<file path="config.mk">
export PLATFORM = sky130hd
export DESIGN_NAME = pfc_config_bank
export DESIGN_NICKNAME = d
export VERILOG_FILES = /design/src/hw/pfc_pkg.sv /design/src/hw/pfc_config_bank.sv
export SDC_FILE = /design/constraint.sdc
export NUM_CORES = 2
export LEC_CHECK = 0
export BUFFER_PORTS_ARGS = -buffer_cell sky130_fd_sc_hd__buf_2
export CAP_MARGIN = 10
export CORE_ASPECT_RATIO = 0.5
export CORE_MARGIN = 10
export CORE_UTILIZATION = 35
export CTS_CLUSTER_SIZE = 12
export DETAILED_ROUTE_END_ITERATION = 10
export GPL_TIMING_DRIVEN = 0
export PLACE_DENSITY = 0.55
export SYNTH_ARGS = -nofsm -noshare
export SYNTH_HDL_FRONTEND = slang
export SYNTH_SLANG_ARGS = --single-unit
</file>
<file path="constraint.sdc">
create_clock -name ref_clk -period 1.9 [get_ports ref_clk]
set_clock_uncertainty 0.15 [all_clocks]
set_input_delay 0.095 -clock ref_clk [delete_from_list [all_inputs] [get_ports ref_clk]]
set_output_delay 0.095 -clock ref_clk [all_outputs]
set_load 0.05 [all_outputs]
</file>
<file path="src/hw/pfc_pkg.sv">
package pfc_pkg;
  localparam int ADDR_W = 17;
  localparam int DATA_W = 32;
  localparam int NFN = 3;
  localparam int NREG = 13;
  localparam int NRBAR = 5;
  localparam int PAGE_LSB = 12;
  // function 1 page base; functions 2 and 3 follow one page apart
  localparam logic [16:0] FN1_BASE = 17'h0_5000;
  localparam logic [16:0] FN3_BASE = 17'h0_7000;
  // byte offsets inside one function page
  localparam logic [11:0] OFS_MSI = 12'h0e8;
  localparam logic [11:0] OFS_MSIX = 12'h0f0;
  localparam logic [11:0] OFS_TBL = 12'h0f4;
  localparam logic [11:0] OFS_PBA = 12'h0f8;
  localparam logic [11:0] OFS_SN_EN = 12'h130;
  localparam logic [11:0] OFS_SN_LO = 12'h134;
  localparam logic [11:0] OFS_SN_HI = 12'h138;
  localparam logic [11:0] OFS_RB_EN = 12'h1a0;
  localparam logic [11:0] OFS_RB0 = 12'h1a4;
  localparam logic [11:0] OFS_RB1 = 12'h1a8;
  localparam logic [11:0] OFS_RB2 = 12'h1ac;
  localparam logic [11:0] OFS_RB3 = 12'h1b0;
  localparam logic [11:0] OFS_RB4 = 12'h1b4;
  // storage word index
  localparam logic [3:0] IDX_MSI = 4'h0;
  localparam logic [3:0] IDX_MSIX = 4'h1;
  localparam logic [3:0] IDX_TBL = 4'h2;
  localparam logic [3:0] IDX_PBA = 4'h3;
  localparam logic [3:0] IDX_SN_EN = 4'h4;
  localparam logic [3:0] IDX_SN_LO = 4'h5;
  localparam logic [3:0] IDX_SN_HI = 4'h6;
  localparam logic [3:0] IDX_RB_EN = 4'h7;
  localparam logic [3:0] IDX_RB0 = 4'h8;
  // field layout
  localparam int DIS_BIT = 0;
  localparam int EN_BIT = 0;
  localparam int MSI_MASK_BIT = 1;
  localparam int MSI_MULT_LSB = 4;
  localparam int MSI_MULT_W = 3;
  localparam logic [2:0] MSI_MULT_MAX = 3'h5;
  localparam logic [5:0] MSI_ONE_VEC = 6'h01;
  localparam int MSIX_TS_LSB = 16;
  localparam int MSIX_TS_W = 11;
  localparam logic [11:0] MSIX_TS_BIAS = 12'h001;
  localparam int BIR_LSB = 0;
  localparam int BIR_W = 3;
  localparam logic [2:0] BIR_MAX = 3'h5;
  localparam int LOC_OFS_LSB = 3;
  localparam logic [2:0] ALIGN_ZERO = 3'h0;
  localparam logic [7:0] CFG_BAR0_OFS = 8'h10;
  localparam int RB_SIZE_LSB = 24;
  localparam int RB_SIZE_W = 5;
  localparam logic [5:0] RB_SIZE_BIAS = 6'h14;
  localparam int RB_SUP_LSB = 4;
  localparam int RB_SUP_W = 20;
  localparam int RB_IDX_LSB = 0;
  localparam int RB_IDX_W = 3;
  // reset values and writable bits, highest index first
  localparam logic [NREG-1:0][31:0] REG_RST = {
    32'h0000_0004, 32'h0000_0003, 32'h0000_0002, 32'h0000_0001, 32'h0000_00f0,
    32'h0000_0001, 32'h0000_0000, 32'h0000_0000, 32'h0000_0000,
    32'h0000_7000, 32'h0000_6000, 32'h001f_0000, 32'h0000_0052};
  localparam logic [NREG-1:0][31:0] REG_MASK = {
    32'h1fff_fff7, 32'h1fff_fff7, 32'h1fff_fff7, 32'h1fff_fff7, 32'h1fff_fff7,
    32'h0000_0001, 32'hffff_ffff, 32'hffff_ffff, 32'h0000_0001,
    32'hffff_ffff, 32'hffff_ffff, 32'h07ff_0001, 32'h0000_0073};

  typedef struct packed {
    logic valid;
    logic write;
    logic [ADDR_W-1:0] addr;
    logic [DATA_W-1:0] wdata;
  } pfc_req_t;

  typedef struct packed {
    logic hit;
    logic [1:0] fn;
    logic [3:0] idx;
  } pfc_dec_t;

  typedef struct packed {
    logic [5:0] size_log2;
    logic [19:0] supported;
    logic [7:0] cfg_ofs;
  } pfc_rbar_t;

  typedef struct packed {
    logic msi_present;
    logic [5:0] msi_vec_count;
    logic msi_mask_cap;
    logic msix_present;
    logic [11:0] msix_vec_count;
    logic [7:0] msix_tbl_cfg_ofs;
    logic [31:0] msix_tbl_boff;
    logic [7:0] msix_pba_cfg_ofs;
    logic [31:0] msix_pba_boff;
    logic dsn_present;
    logic [63:0] dsn_serial;
    logic rbar_present;
    pfc_rbar_t [NRBAR-1:0] rbar;
  } pfc_cap_t;
endpackage : pfc_pkg

</file>
<file path="src/hw/pfc_config_bank.sv">
`timescale 1ns/1ps
`default_nettype none
// Operation
// - msi vector field 0..5 means 1..32 vectors; 6 and 7 reserved
// - msi per-vector mask capable bit, resets to one
// - msi disable bit set hides the msi structure
// - msi-x vector count is table size field plus one
// - msi-x disable bit set hides the msi-x structure
// - msi-x table byte offset is offset field with three zero bits
// - table bar indicator 0..5 selects bar at 0x10..0x24
// - pending array byte offset is offset field with three zero bits
// - pending array bar indicator uses the same bar encoding
// - serial number structure present only while enable is one
// - writable 64-bit serial number, resets to zero, reported
// - resizable bar structure present only while enable set, resets one
// - entry default size is two to the field plus twenty bytes
// - supported mask bit i means size two to i plus twenty
// - entry bar index 0..5 names bar 0x10..0x24, lower dword
// - the bank is replicated for functions one to three
module pfc_config_bank (
  input wire logic ref_clk,
  input wire logic resetn,
  input wire pfc_pkg::pfc_req_t bus_req,
  output logic [31:0] bus_rdata,
  output logic bus_rvalid,
  output pfc_pkg::pfc_cap_t [2:0] fn_cap
);

  logic [2:0][pfc_pkg::NREG-1:0][31:0] word_reg;
  logic [31:0] rdata_reg;
  logic rvalid_reg;
  pfc_pkg::pfc_cap_t [2:0] cap_reg;
  pfc_pkg::pfc_dec_t dec;

  //////////////////////////////////////////////////////////////////////////////
  function automatic pfc_pkg::pfc_dec_t pfc_decode(input logic [16:0] a);
    pfc_pkg::pfc_dec_t d;
    logic [4:0] page;
    d = '0;
    page = a[16:pfc_pkg::PAGE_LSB];
    d.hit = 1'b1;
    case (a[11:0])
      pfc_pkg::OFS_MSI: d.idx = pfc_pkg::IDX_MSI;
      pfc_pkg::OFS_MSIX: d.idx = pfc_pkg::IDX_MSIX;
      pfc_pkg::OFS_TBL: d.idx = pfc_pkg::IDX_TBL;
      pfc_pkg::OFS_PBA: d.idx = pfc_pkg::IDX_PBA;
      pfc_pkg::OFS_SN_EN: d.idx = pfc_pkg::IDX_SN_EN;
      pfc_pkg::OFS_SN_LO: d.idx = pfc_pkg::IDX_SN_LO;
      pfc_pkg::OFS_SN_HI: d.idx = pfc_pkg::IDX_SN_HI;
      pfc_pkg::OFS_RB_EN: d.idx = pfc_pkg::IDX_RB_EN;
      pfc_pkg::OFS_RB0: d.idx = pfc_pkg::IDX_RB0;
      pfc_pkg::OFS_RB1: d.idx = 4'(pfc_pkg::IDX_RB0 + 4'h1);
      pfc_pkg::OFS_RB2: d.idx = 4'(pfc_pkg::IDX_RB0 + 4'h2);
      pfc_pkg::OFS_RB3: d.idx = 4'(pfc_pkg::IDX_RB0 + 4'h3);
      pfc_pkg::OFS_RB4: d.idx = 4'(pfc_pkg::IDX_RB0 + 4'h4);
      default: d.hit = 1'b0;
    endcase
    if (page < pfc_pkg::FN1_BASE[16:12] || page > pfc_pkg::FN3_BASE[16:12]) begin
      d.hit = 1'b0;
    end
    d.fn = 2'(page - pfc_pkg::FN1_BASE[16:12]);
    return d;
  endfunction : pfc_decode

  // reserved bar selections map to offset zero so no bar is claimed
  function automatic logic [7:0] pfc_bar_ofs(input logic [2:0] bir);
    return (bir > pfc_pkg::BIR_MAX) ? 8'h00 : 8'(pfc_pkg::CFG_BAR0_OFS + {3'h0, bir, 2'h0});
  endfunction : pfc_bar_ofs

  function automatic pfc_pkg::pfc_cap_t pfc_derive(input logic [pfc_pkg::NREG-1:0][31:0] w);
    pfc_pkg::pfc_cap_t c;
    logic [2:0] mult;
    logic [31:0] rb;
    c = '0;
    rb = '0;
    mult = w[pfc_pkg::IDX_MSI][pfc_pkg::MSI_MULT_LSB +: pfc_pkg::MSI_MULT_W];
    c.msi_present = ~w[pfc_pkg::IDX_MSI][pfc_pkg::DIS_BIT];
    c.msi_vec_count = (mult > pfc_pkg::MSI_MULT_MAX) ? 6'h00 : (pfc_pkg::MSI_ONE_VEC << mult);
    c.msi_mask_cap = w[pfc_pkg::IDX_MSI][pfc_pkg::MSI_MASK_BIT];
    c.msix_present = ~w[pfc_pkg::IDX_MSIX][pfc_pkg::DIS_BIT];
    c.msix_vec_count = {1'b0, w[pfc_pkg::IDX_MSIX][pfc_pkg::MSIX_TS_LSB +: pfc_pkg::MSIX_TS_W]}
      + pfc_pkg::MSIX_TS_BIAS;
    c.msix_tbl_cfg_ofs = pfc_bar_ofs(w[pfc_pkg::IDX_TBL][pfc_pkg::BIR_LSB +: pfc_pkg::BIR_W]);
    c.msix_tbl_boff = {w[pfc_pkg::IDX_TBL][31:pfc_pkg::LOC_OFS_LSB], pfc_pkg::ALIGN_ZERO};
    c.msix_pba_cfg_ofs = pfc_bar_ofs(w[pfc_pkg::IDX_PBA][pfc_pkg::BIR_LSB +: pfc_pkg::BIR_W]);
    c.msix_pba_boff = {w[pfc_pkg::IDX_PBA][31:pfc_pkg::LOC_OFS_LSB], pfc_pkg::ALIGN_ZERO};
    c.dsn_present = w[pfc_pkg::IDX_SN_EN][pfc_pkg::EN_BIT];
    c.dsn_serial = {w[pfc_pkg::IDX_SN_HI], w[pfc_pkg::IDX_SN_LO]};
    c.rbar_present = w[pfc_pkg::IDX_RB_EN][pfc_pkg::EN_BIT];
    for (int e = 0; e < pfc_pkg::NRBAR; e++) begin
      rb = w[pfc_pkg::IDX_RB0 + e];
      // size exponent; the sizes software programs are taken as given
      c.rbar[e].size_log2 = {1'b0, rb[pfc_pkg::RB_SIZE_LSB +: pfc_pkg::RB_SIZE_W]}
        + pfc_pkg::RB_SIZE_BIAS;
      c.rbar[e].supported = rb[pfc_pkg::RB_SUP_LSB +: pfc_pkg::RB_SUP_W];
      c.rbar[e].cfg_ofs = pfc_bar_ofs(rb[pfc_pkg::RB_IDX_LSB +: pfc_pkg::RB_IDX_W]);
    end
    return c;
  endfunction : pfc_derive

  //////////////////////////////////////////////////////////////////////////////
  always_comb begin
    dec = pfc_decode(bus_req.addr);
  end

  always_ff @(posedge ref_clk or negedge resetn) begin
    if (!resetn) begin
      for (int f = 0; f < pfc_pkg::NFN; f++) begin
        word_reg[f] <= pfc_pkg::REG_RST;
      end
    end else if (bus_req.valid && bus_req.write && dec.hit) begin
      word_reg[dec.fn][dec.idx] <= bus_req.wdata & pfc_pkg::REG_MASK[dec.idx];
    end
  end

  // unmapped reads answer zero; reserved bits are zero in storage
  always_ff @(posedge ref_clk or negedge resetn) begin
    if (!resetn) begin
      rvalid_reg <= 1'b0;
      rdata_reg <= '0;
    end else begin
      rvalid_reg <= bus_req.valid && !bus_req.write;
      rdata_reg <= (bus_req.valid && !bus_req.write && dec.hit) ? word_reg[dec.fn][dec.idx] : '0;
    end
  end

  // advertised values are retimed so the core sees only flop outputs
  always_ff @(posedge ref_clk or negedge resetn) begin
    if (!resetn) begin
      cap_reg <= '0;
    end else begin
      for (int f = 0; f < pfc_pkg::NFN; f++) begin
        cap_reg[f] <= pfc_derive(word_reg[f]);
      end
    end
  end

  assign bus_rdata = rdata_reg;
  assign bus_rvalid = rvalid_reg;
  assign fn_cap = cap_reg;

  //////////////////////////////////////////////////////////////////////////////
  pfc_pkg::pfc_dec_t dec_d1, dec_d2;
  logic [31:0] wd_d2, wd_d1;
  logic wr_d1, wr_d2;

  always_ff @(posedge ref_clk or negedge resetn) begin
    if (!resetn) begin
      dec_d1 <= '0;
      dec_d2 <= '0;
      wd_d1 <= '0;
      wd_d2 <= '0;
      wr_d1 <= 1'b0;
      wr_d2 <= 1'b0;
    end else begin
      dec_d1 <= dec;
      dec_d2 <= dec_d1;
      wd_d1 <= bus_req.wdata;
      wd_d2 <= wd_d1;
      wr_d1 <= bus_req.valid && bus_req.write;
      wr_d2 <= wr_d1;
    end
  end

  chk_resv_read_zero:
    assert property (@(posedge ref_clk) disable iff (!resetn)
      rvalid_reg && dec_d1.hit |-> (rdata_reg & ~pfc_pkg::REG_MASK[dec_d1.idx]) == 32'h0000_0000)
    else $error("reserved bits read nonzero");

  chk_write_readback:
    assert property (@(posedge ref_clk) disable iff (!resetn)
      wr_d2 && dec_d2.hit && rvalid_reg && dec_d1 == dec_d2
      |-> rdata_reg == (wd_d2 & pfc_pkg::REG_MASK[dec_d2.idx]))
    else $error("read back differs from write");

  chk_unmapped_zero:
    assert property (@(posedge ref_clk) disable iff (!resetn)
      rvalid_reg && !dec_d1.hit |-> rdata_reg == 32'h0000_0000)
    else $error("unmapped read nonzero");

  chk_rdata_idle:
    assert property (@(posedge ref_clk) disable iff (!resetn)
      !rvalid_reg |-> rdata_reg == 32'h0000_0000)
    else $error("read data not zero without a read");

  cov_msi_hidden: cover property (@(posedge ref_clk) disable iff (!resetn)
    !cap_reg[0].msi_present);
  cov_dsn_shown: cover property (@(posedge ref_clk) disable iff (!resetn)
    cap_reg[2].dsn_present);
  cov_readback: cover property (@(posedge ref_clk) disable iff (!resetn)
    wr_d2 && rvalid_reg && dec_d1 == dec_d2 && dec_d1.hit);
  cov_msix_hidden: cover property (@(posedge ref_clk) disable iff (!resetn)
    !cap_reg[2].msix_present);

  for (genvar g = 0; g < pfc_pkg::NFN; g++) begin : g_chk
    logic [pfc_pkg::NREG-1:0] w2;
    always_comb begin
      for (int i = 0; i < pfc_pkg::NREG; i++) begin
        w2[i] = wr_d2 && dec_d2.hit && dec_d2.fn == 2'(g) && dec_d2.idx == 4'(i);
      end
    end

    chk_msi_count:
      assert property (@(posedge ref_clk) disable iff (!resetn)
        w2[pfc_pkg::IDX_MSI] |-> cap_reg[g].msi_vec_count ==
        ((wd_d2[6:4] > 3'h5) ? 6'h00 : (6'h01 << wd_d2[6:4])))
      else $error("msi vector count wrong");
    chk_msi_mask:
      assert property (@(posedge ref_clk) disable iff (!resetn)
        w2[pfc_pkg::IDX_MSI] |-> cap_reg[g].msi_mask_cap == wd_d2[1])
      else $error("msi mask capability wrong");
    chk_msi_omit:
      assert property (@(posedge ref_clk) disable iff (!resetn)
        w2[pfc_pkg::IDX_MSI] |-> cap_reg[g].msi_present == !wd_d2[0])
      else $error("msi presence wrong");
    chk_msix_count:
      assert property (@(posedge ref_clk) disable iff (!resetn)
        w2[pfc_pkg::IDX_MSIX] |-> cap_reg[g].msix_vec_count == {1'b0, wd_d2[26:16]} + 12'h001)
      else $error("msi-x vector count wrong");
    chk_msix_omit:
      assert property (@(posedge ref_clk) disable iff (!resetn)
        w2[pfc_pkg::IDX_MSIX] |-> cap_reg[g].msix_present == !wd_d2[0])
      else $error("msi-x presence wrong");
    chk_tbl_offset:
      assert property (@(posedge ref_clk) disable iff (!resetn)
        w2[pfc_pkg::IDX_TBL] |-> cap_reg[g].msix_tbl_boff == {wd_d2[31:3], 3'h0})
      else $error("table byte offset wrong");
    chk_tbl_bar:
      assert property (@(posedge ref_clk) disable iff (!resetn)
        w2[pfc_pkg::IDX_TBL] && wd_d2[2:0] == 3'h5 |-> cap_reg[g].msix_tbl_cfg_ofs == 8'h24)
      else $error("table bar offset wrong");
    chk_pba_offset:
      assert property (@(posedge ref_clk) disable iff (!resetn)
        w2[pfc_pkg::IDX_PBA] |-> cap_reg[g].msix_pba_boff == {wd_d2[31:3], 3'h0})
      else $error("pba byte offset wrong");
    chk_pba_bar:
      assert property (@(posedge ref_clk) disable iff (!resetn)
        w2[pfc_pkg::IDX_PBA] |-> cap_reg[g].msix_pba_cfg_ofs ==
        ((wd_d2[2:0] > 3'h5) ? 8'h00 : 8'h10 + {3'h0, wd_d2[2:0], 2'h0}))
      else $error("pba bar offset wrong");
    chk_dsn_present:
      assert property (@(posedge ref_clk) disable iff (!resetn)
        w2[pfc_pkg::IDX_SN_EN] |-> cap_reg[g].dsn_present == wd_d2[0])
      else $error("serial number presence wrong");
    chk_dsn_serial:
      assert property (@(posedge ref_clk) disable iff (!resetn)
        w2[pfc_pkg::IDX_SN_HI] |-> cap_reg[g].dsn_serial[63:32] == wd_d2)
      else $error("serial number high word wrong");
    chk_dsn_low:
      assert property (@(posedge ref_clk) disable iff (!resetn)
        w2[pfc_pkg::IDX_SN_LO] |-> cap_reg[g].dsn_serial[31:0] == wd_d2)
      else $error("serial number low word wrong");
    chk_rbar_enable:
      assert property (@(posedge ref_clk) disable iff (!resetn)
        w2[pfc_pkg::IDX_RB_EN] |-> cap_reg[g].rbar_present == wd_d2[0])
      else $error("rbar presence wrong");
    chk_rbar_size:
      assert property (@(posedge ref_clk) disable iff (!resetn)
        w2[pfc_pkg::IDX_RB0] |-> cap_reg[g].rbar[0].size_log2 == {1'b0, wd_d2[28:24]} + 6'h14)
      else $error("rbar size exponent wrong");
    chk_rbar_supported:
      assert property (@(posedge ref_clk) disable iff (!resetn)
        w2[pfc_pkg::IDX_RB0] |-> cap_reg[g].rbar[0].supported == wd_d2[23:4])
      else $error("rbar supported mask wrong");
    chk_rbar_index:
      assert property (@(posedge ref_clk) disable iff (!resetn)
        w2[pfc_pkg::IDX_RB0] && wd_d2[2:0] > 3'h5 |-> cap_reg[g].rbar[0].cfg_ofs == 8'h00)
      else $error("rbar reserved index not rejected");
  end

endmodule : pfc_config_bank
`default_nettype wire

</file>
Word-level counts from Yosys, hierarchy flattened

Memory sizes are Yosys's and may differ from the RTL's.
Cells that the tools add are included.

Flip-flop bits (word level): 2232
ROM bits: 512
Output and inout bits: 1044
Logic and storage cells: 263
Memories kept: 1

Add/subtract/negate cells: 40
Magnitude comparators: 30
Equality and inequality tests: 13
Shifts and indexed selects: 3
Multiplexer cells: 38
Bitwise operators: 7
Reductions and logical operators: 9

Memory list:

| memory           | depth | width | read ports | clocked after Yosys merged registers in | write ports | RTL line               | text |
|---|---|---|---|---|---|---|---|
| (name not given) | 16    | 32    | 1          | 0                                       | 0           | pfc_config_bank.sv:112 | `word_reg[dec.fn][dec.idx] <= bus_req.wdata & pfc_pkg::REG_MASK[dec.idx];` |

Operator list:

| cell                                                                                 | number |
|---|---|
| 1248-bit bitwise mux                                                                 | 1 |
| 416-bit binary-select mux with 2-bit select                                          | 1 |
| 416-bit demux with 2-bit select                                                      | 1 |
| 416-bit 2-to-1 mux                                                                   | 2 |
| 6-bit 2-to-1 mux                                                                     | 24 |
| 32-bit binary-select mux with 4-bit select                                           | 1 |
| 32-bit demux with 4-bit select                                                       | 1 |
| 32-bit 2-to-1 mux                                                                    | 4 |
| 5-bit by 5-bit adder with 6-bit output (first input constant)                        | 21 |
| 12-bit by 9-bit == test with 1-bit output (second input constant)                    | 9 |
| 5-bit by 5-bit adder with 6-bit output (second input constant)                       | 15 |
| 3-bit > comparator (second input constant)                                           | 24 |
| 12-bit by 8-bit == test with 1-bit output (second input constant)                    | 4 |
| 4-bit case mux with 12 select lines                                                  | 1 |
| 11-bit by 1-bit adder with 12-bit output (second input constant)                     | 3 |
| 32-bit AND                                                                           | 1 |
| 1-bit by 3-bit left shift with 6-bit output (first input constant)                   | 3 |
| 13-bit OR reduction                                                                  | 1 |
| 1-bit logical AND                                                                    | 6 |
| 1-bit inverter                                                                       | 6 |
| 5-bit by 3-bit > comparator with 1-bit output (second input constant)                | 1 |
| 4-bit by 5-bit less-than comparator with 1-bit output (second input constant)        | 1 |
| 5-bit by 3-bit less-than comparator with 1-bit output (second input constant)        | 1 |
| 4-bit by 1-bit greater-or-equal comparator with 1-bit output (second input constant) | 1 |
| 6 further kinds                                                                      | 7 |

Depth between registers and ports, before layout

Word-level depth: 9
Depth in mapped cells: 17
Mapped depth without buffers: 11

Worst setup path before layout

No wires, ideal clock.

Kind: input -> register
From: input port bus_req[44] (netlist bit)
To: register rdata_reg[19] (netlist: bus_rdata[19])
Setup time: 138 ps
Data arrival time: 3505 ps
Data required time: 1612 ps
Slack: -1893 ps
Cell stages on the path: 16
Buffers on the path: 10
Path through: clkbuf_1 inv_1 clkbuf_1 clkbuf_1 clkbuf_1 buf_1 ha_1 buf_2 buf_2 buf_2 buf_2 buf_1 mux2i_1 o211ai_1 a21oi_1 nor4_1

Word-level cells in the longest chain between the ends: 6

Ends and longest elaborated chain:

| item                                        | RTL line               | text |
|---|---|---|
| start, declared                             | pfc_config_bank.sv:23  | `input wire pfc_pkg::pfc_req_t bus_req,` |
| 2-bit by 1-bit subtractor with 2-bit output | pfc_config_bank.sv:61  | `d.fn = 2'(page - pfc_pkg::FN1_BASE[16:12]);` |
| 416-bit binary-select mux with 2-bit select | pfc_config_bank.sv:123 | `rdata_reg <= (bus_req.valid && !bus_req.write && dec.hit) ? word_reg[dec.fn][dec.idx] : '0;` |
| 416-bit 2-to-1 mux (not written as such)    | pfc_config_bank.sv:123 |  |
| 32-bit binary-select mux with 4-bit select  | pfc_config_bank.sv:123 |  |
| 32-bit 2-to-1 mux (not written as such)     | pfc_config_bank.sv:123 |  |
| 32-bit 2-to-1 mux (*)                       | pfc_config_bank.sv:123 |  |
| end signal, assigned                        | pfc_config_bank.sv:123 |  |
| end, declared                               | pfc_config_bank.sv:30  | `logic [31:0] rdata_reg;` |

Mark *: on every way between the ends. The rest lies on a longest branch, timed or not. The select of a mux whose other input is x is not followed.
A chain may end at the register's enable or synchronous reset.

Worst setup path in the final report

From: input port bus_req[44] (netlist bit)
To: register rdata_reg[30] (netlist: bus_rdata[30])

Same word-level chain as after synthesis.

==> run_summary.xml <==
<?xml version="1.0" encoding="UTF-8"?>
<metrics>
  <group name="yosys">
    <metric name="yosys_warnings" unit="">0</metric>
    <metric name="ys_seq_elements" unit="">2190</metric>
    <metric name="post_synth_instance_area" unit="mm²">0.0819</metric>
    <metric name="synthesis.instances" unit="">7110</metric>
    <metric name="synth-edff-count" unit="">0</metric>
    <metric name="postSynth.asyncResetShare" unit="%">100</metric>
    <metric name="synth-seq-area-share" unit="%">67.1</metric>
    <metric name="synthesis.area_per_instance" unit="µm²">11.5</metric>
    <metric name="postSynth.topFlopCell" unit="">sky130_fd_sc_hd__dfrtp_1</metric>
    <metric name="library_cells_used_by_synthesis" unit="">78</metric>
  </group>
  <group name="floorplanning">
    <metric name="fp.dieW" unit="µm">704</metric>
    <metric name="io_pins" unit="">1097</metric>
    <metric name="die-area" unit="mm²">0.255</metric>
    <metric name="rows" unit="">125</metric>
    <metric name="initial_cell_density_of_the_core" unit="%">35.2</metric>
    <metric name="fp.coreArea" unit="mm²">0.232</metric>
    <metric name="die-height" unit="µm">362</metric>
  </group>
  <group name="worst_setup_path">
    <metric name="cp_common_cell" unit="">sky130_fd_sc_hd__clkbuf_16</metric>
    <metric name="worst_path_largest_cell_delay" unit="ns">0.43</metric>
    <metric name="worstPathRequired" unit="ns">2.48</metric>
    <metric name="worstSetupStartpointType" unit="">primary input</metric>
    <metric name="critPathArrivalTime" unit="ns">3.23</metric>
    <metric name="cp-end-kind" unit="">flop</metric>
    <metric name="worst-path-max-fanout" unit="">8</metric>
    <metric name="slowest_stage_cell_crit_path" unit="">sky130_fd_sc_hd__a221oi_4</metric>
    <metric name="timing_worst_setup_path_type" unit="">primary input to flop</metric>
    <metric name="critical_path.cell_chain" unit="">buf_12 -&gt; clkbuf_16 -&gt; clkinv_16 -&gt; clkbuf_16 -&gt; clkbuf_16 -&gt; clkbuf_16 -&gt; buf_12 -&gt; ha_4 -&gt; buf_12 -&gt; buf_16 -&gt; mux2_4 -&gt; a221oi_4 -&gt; a21oi_2 -&gt; a2111oi_4 -&gt; a31oi_4</metric>
  </group>
  <group name="clocking">
    <metric name="cts_tree" unit="">yes</metric>
    <metric name="clkLatencyLatePin" unit="ns">0.90</metric>
    <metric name="cts_buffers" unit="">217</metric>
    <metric name="cts.root.buffer_cell" unit="">sky130_fd_sc_hd__clkbuf_16</metric>
    <metric name="clock_input_transition_at_the_sequential_cells_of_the_worst_setup_and_hold_paths" unit="ns">0.07</metric>
    <metric name="h-tree-depth" unit="">4</metric>
    <metric name="cts.path.max_buffers" unit="">4</metric>
    <metric name="sink_count" unit="">2190</metric>
  </group>
  <group name="drt">
    <metric name="wl_per_cell" unit="µm">37.1</metric>
    <metric name="drc" unit="">0</metric>
    <metric name="drt_wl_total" unit="µm">453000</metric>
    <metric name="detailedRoute.firstIterationViolations" unit="">9979</metric>
    <metric name="drt_pass1_iterations" unit="">8</metric>
    <metric name="detail-route-antenna-nets" unit="">0</metric>
    <metric name="via_count" unit="">71000</metric>
    <metric name="detail_route.vias_per_cell" unit="">5.83</metric>
  </group>
  <group name="power">
    <metric name="power.share.clock" unit="%">43.7</metric>
    <metric name="p_sw" unit="W">0.0232</metric>
    <metric name="internal-power" unit="W">0.0709</metric>
    <metric name="comb_power_share" unit="%">6.7</metric>
    <metric name="ir_drop" unit="mV">0.707</metric>
    <metric name="p_seq_share" unit="%">49.6</metric>
    <metric name="power_leakage" unit="nW">55.6</metric>
    <metric name="fraction_of_power_spent_switching_nets" unit="%">24.6</metric>
    <metric name="pwr_density_cell" unit="mW/mm²">825</metric>
  </group>
  <group name="final_layout">
    <metric name="drive_gt1_share" unit="%">37.0</metric>
    <metric name="area_taken_by_multi_input_logic_gates" unit="mm²">0.0288</metric>
    <metric name="num-fill-cells" unit="">20900</metric>
    <metric name="num-nets-final" unit="">8997</metric>
    <metric name="layout.core_utilization" unit="%">49.0</metric>
    <metric name="final_cell_count_no_fill" unit="">12200</metric>
    <metric name="fin_area" unit="mm²">0.114</metric>
    <metric name="area.growth.synth_to_final" unit="%">39.2</metric>
    <metric name="regArea" unit="mm²">0.0549</metric>
    <metric name="flip_flop_count_of_the_largest_register_all_copies_and_words_added" unit="">1248</metric>
  </group>
  <group name="sta">
    <metric name="rsz_0062_raised_after_global_routing" unit="">yes</metric>
    <metric name="hold_viol_final" unit="">367</metric>
    <metric name="setup_total_negative_slack" unit="ns">-621.60</metric>
    <metric name="period_needed" unit="ns">2.65</metric>
    <metric name="period_share" unit="%">140</metric>
    <metric name="setup_viol_count_final" unit="">1337</metric>
    <metric name="timing.slew.headroom" unit="%">13.1</metric>
    <metric name="report.final.slew_viol_count" unit="">0</metric>
    <metric name="worst_slew_pin_slew" unit="ns">1.30</metric>
    <metric name="worst_hold_slack" unit="ns">-0.275</metric>
    <metric name="max_clock_freq" unit="GHz">0.377</metric>
    <metric name="post-route-worst-setup-slack" unit="ns">-0.752</metric>
  </group>
  <group name="hold_path">
    <metric name="min-delay-path-class" unit="">primary input to asynchronous set/reset pin</metric>
  </group>
  <group name="place">
    <metric name="numPlacedInstances" unit="">11300</metric>
    <metric name="placement.cell_area" unit="mm²">0.0935</metric>
    <metric name="detailed_place_hpwl" unit="µm">314000</metric>
    <metric name="finalWeightedCongestion" unit="">1.01</metric>
    <metric name="io_buffer_count" unit="">991</metric>
  </group>
  <group name="grt">
    <metric name="first_global_vias" unit="">67000</metric>
    <metric name="track_usage" unit="%">32.7</metric>
    <metric name="grt_first_pass_wirelength" unit="µm">577000</metric>
    <metric name="initial_antenna_violation_count" unit="">40</metric>
    <metric name="pin_count_of_the_biggest_net_entering_global_routing" unit="">163</metric>
    <metric name="grt_remaining_overflow" unit="">0</metric>
  </group>
  <group name="status">
    <metric name="result_of_the_run" unit="">finished, violations left</metric>
    <metric name="violations" unit="">hold timing, setup timing</metric>
  </group>
  <group name="run">
    <metric name="drv.max_cap_violation_count" unit="">0</metric>
  </group>
</metrics>
==> synthesized netlist by cell type, types with 7 or more instances <==
| master | n | area share (%) |
|---|---|---|
| sky130_fd_sc_hd__a21boi_0 | 21 | 0.19 |
| sky130_fd_sc_hd__a21o_1 | 17 | 0.16 |
| sky130_fd_sc_hd__a21oi_1 | 311 | 1.9 |
| sky130_fd_sc_hd__a221oi_1 | 151 | 1.6 |
| sky130_fd_sc_hd__a31oi_1 | 31 | 0.24 |
| sky130_fd_sc_hd__and2_1 | 114 | 0.87 |
| sky130_fd_sc_hd__and3_1 | 12 | 0.092 |
| sky130_fd_sc_hd__and3b_1 | 7 | 0.075 |
| sky130_fd_sc_hd__buf_1 | 34 | 0.16 |
| sky130_fd_sc_hd__buf_2 | 51 | 0.31 |
| sky130_fd_sc_hd__buf_4 | 105 | 0.96 |
| sky130_fd_sc_hd__clkbuf_1 | 474 | 2.2 |
| sky130_fd_sc_hd__dfrtp_1 | 2121 | 65 |
| sky130_fd_sc_hd__dfstp_2 | 69 | 2.2 |
| sky130_fd_sc_hd__ha_1 | 25 | 0.38 |
| sky130_fd_sc_hd__inv_1 | 50 | 0.23 |
| sky130_fd_sc_hd__mux2_1 | 10 | 0.14 |
| sky130_fd_sc_hd__mux2_2 | 209 | 2.9 |
| sky130_fd_sc_hd__mux2i_1 | 259 | 3.2 |
| sky130_fd_sc_hd__nand2_1 | 1265 | 5.8 |
| sky130_fd_sc_hd__nand3_1 | 41 | 0.25 |
| sky130_fd_sc_hd__nand4_1 | 14 | 0.11 |
| sky130_fd_sc_hd__nor2_1 | 204 | 0.94 |
| sky130_fd_sc_hd__nor2b_1 | 30 | 0.23 |
| sky130_fd_sc_hd__nor3_1 | 23 | 0.14 |
| sky130_fd_sc_hd__nor3b_1 | 25 | 0.23 |
| sky130_fd_sc_hd__nor4_1 | 31 | 0.24 |
| sky130_fd_sc_hd__o211ai_1 | 82 | 0.75 |
| sky130_fd_sc_hd__o21ai_0 | 1079 | 6.6 |
| sky130_fd_sc_hd__o21ai_1 | 101 | 0.62 |
| sky130_fd_sc_hd__o22ai_1 | 33 | 0.25 |
| sky130_fd_sc_hd__xnor2_1 | 33 | 0.35 |
| sky130_fd_sc_hd__xor2_1 | 12 | 0.13 |
==> per-stage QoR <==
stage	total power [W]	setup WS, ns
detailed placement	0.0521	-3.55
global route	0.0960	-0.695
global placement	0.0516	-48.99
CTS	0.0931	-0.774
finish	0.0941	-0.752
floorplan	0.0495	-1.03
==> cell type report <==
cell class	instances	share of cell area [%]
flip-flops and latches	2190	48.2
multi-input cells	4309	25.3
inverters	50	0.206
clock inverters	16	0.205
well taps	3111	3.42
clock buffers	342	5.37
plain buffers	660	6.60
repair buffers	1491	10.7
diodes	23	0.0505
==> power by group through the flow <==
stage	combinational [W]	clock (W)	sequential, W
finish	0.00629	0.0411	0.0466
global route	0.00633	0.0431	0.0466
CTS	0.00532	0.0411	0.0466
detailed placement	0.00460	0	0.0475
global placement	0.00400	0	0.0476
floorplan	0.00200	0	0.0475
==> cell families after synthesis <==
kind of cell	share of synthesized area, %
xor gates and xnor gates	0.481
adders and majority gates	0.382
other	0.00458
muxes	6.21
and+or+nand+nor	9.18
DFF	67.1
buffers and inverters	3.89
AOI/OAI and AO/OA	12.8
==> repair_timing <==
| item | CTS | global route |
|---|---|---|
| hold buffers | 44 | 15 |
| setup endpoints to repair | 2336 | 2218 |
| gates cloned | 42 | 73 |
| resized for setup | 1148 | 1418 |
| hold endpoints to repair | 1536 | 731 |
| pin swaps | 112 | 414 |
| buffers inserted | 153 | 154 |
==> routing by layer <==
| metal | GRT usage [%] | vias up | part of all wire (%) |
|---|---|---|---|
| met4 | 19.4 | 31 | 8.0 |
| met2 | 49.9 | 5264 | 43 |
| met5 | 0.672 | - | 0.22 |
| li1 | - | 27900 | - |
| met3 | 12.2 | 1576 | 13 |
| met1 | 39.6 | 36300 | 36 |
==> worst max-delay path: cells and delay by family <==
| family | cells | cell delay, ns |
|---|---|---|
| buffers and inverters | 9 | 1.26 |
| muxes | 1 | 0.37 |
| adders and majority gates | 1 | 0.30 |
| AOI/OAI and AO/OA | 4 | 1.15 |
==> layout by cell type (no fill, tap or decap), drive strengths merged, types with 7 or more instances in the layout <==
| cell | Yosys | layout |
|---|---|---|
| dfrtp | 2121 | 2121 |
| buf | 194 | 1659 |
| nand2 | 1265 | 1271 |
| o21ai | 1181 | 1181 |
| clkbuf | 474 | 779 |
| a21oi | 312 | 312 |
| mux2i | 259 | 259 |
| mux2 | 219 | 219 |
| nor2 | 204 | 204 |
| a221oi | 151 | 151 |
| and2 | 114 | 114 |
| conb | 1 | 102 |
| o211ai | 82 | 82 |
| dfstp | 69 | 69 |
| inv | 50 | 54 |
| dlygate4sd3 | 0 | 48 |
| nand3 | 41 | 41 |
| o22ai | 34 | 34 |
| xnor2 | 33 | 33 |
| a31oi | 31 | 31 |
| nor4 | 31 | 31 |
| nor2b | 30 | 30 |
| nor3b | 25 | 25 |
| ha | 25 | 25 |
| diode | 0 | 23 |
| nor3 | 23 | 23 |
| a21boi | 22 | 22 |
| a21o | 17 | 17 |
| nand4 | 14 | 14 |
| and3 | 12 | 12 |
| xor2 | 12 | 12 |
| clkinv | 0 | 8 |
| and3b | 7 | 7 |
==> path summary, 6_finish.rpt <==
path	startpoint	to	slack, ns	depth (start not counted)
max in group asynchronous	resetn	word_reg[525]	0.05	11
setup reg to reg	word_reg[222]	bus_rdata[30]	-0.33	5
hold / removal	resetn	word_reg[575]	-0.27	7
min in group ref_clk	bus_req[31]	word_reg[1087]	0	4
hold reg to reg	word_reg[270]	fn_cap[18]	0.21	0
setup / recovery	bus_req[44]	bus_rdata[30]	-0.75	15
Power figures use the tool's default switching activity.
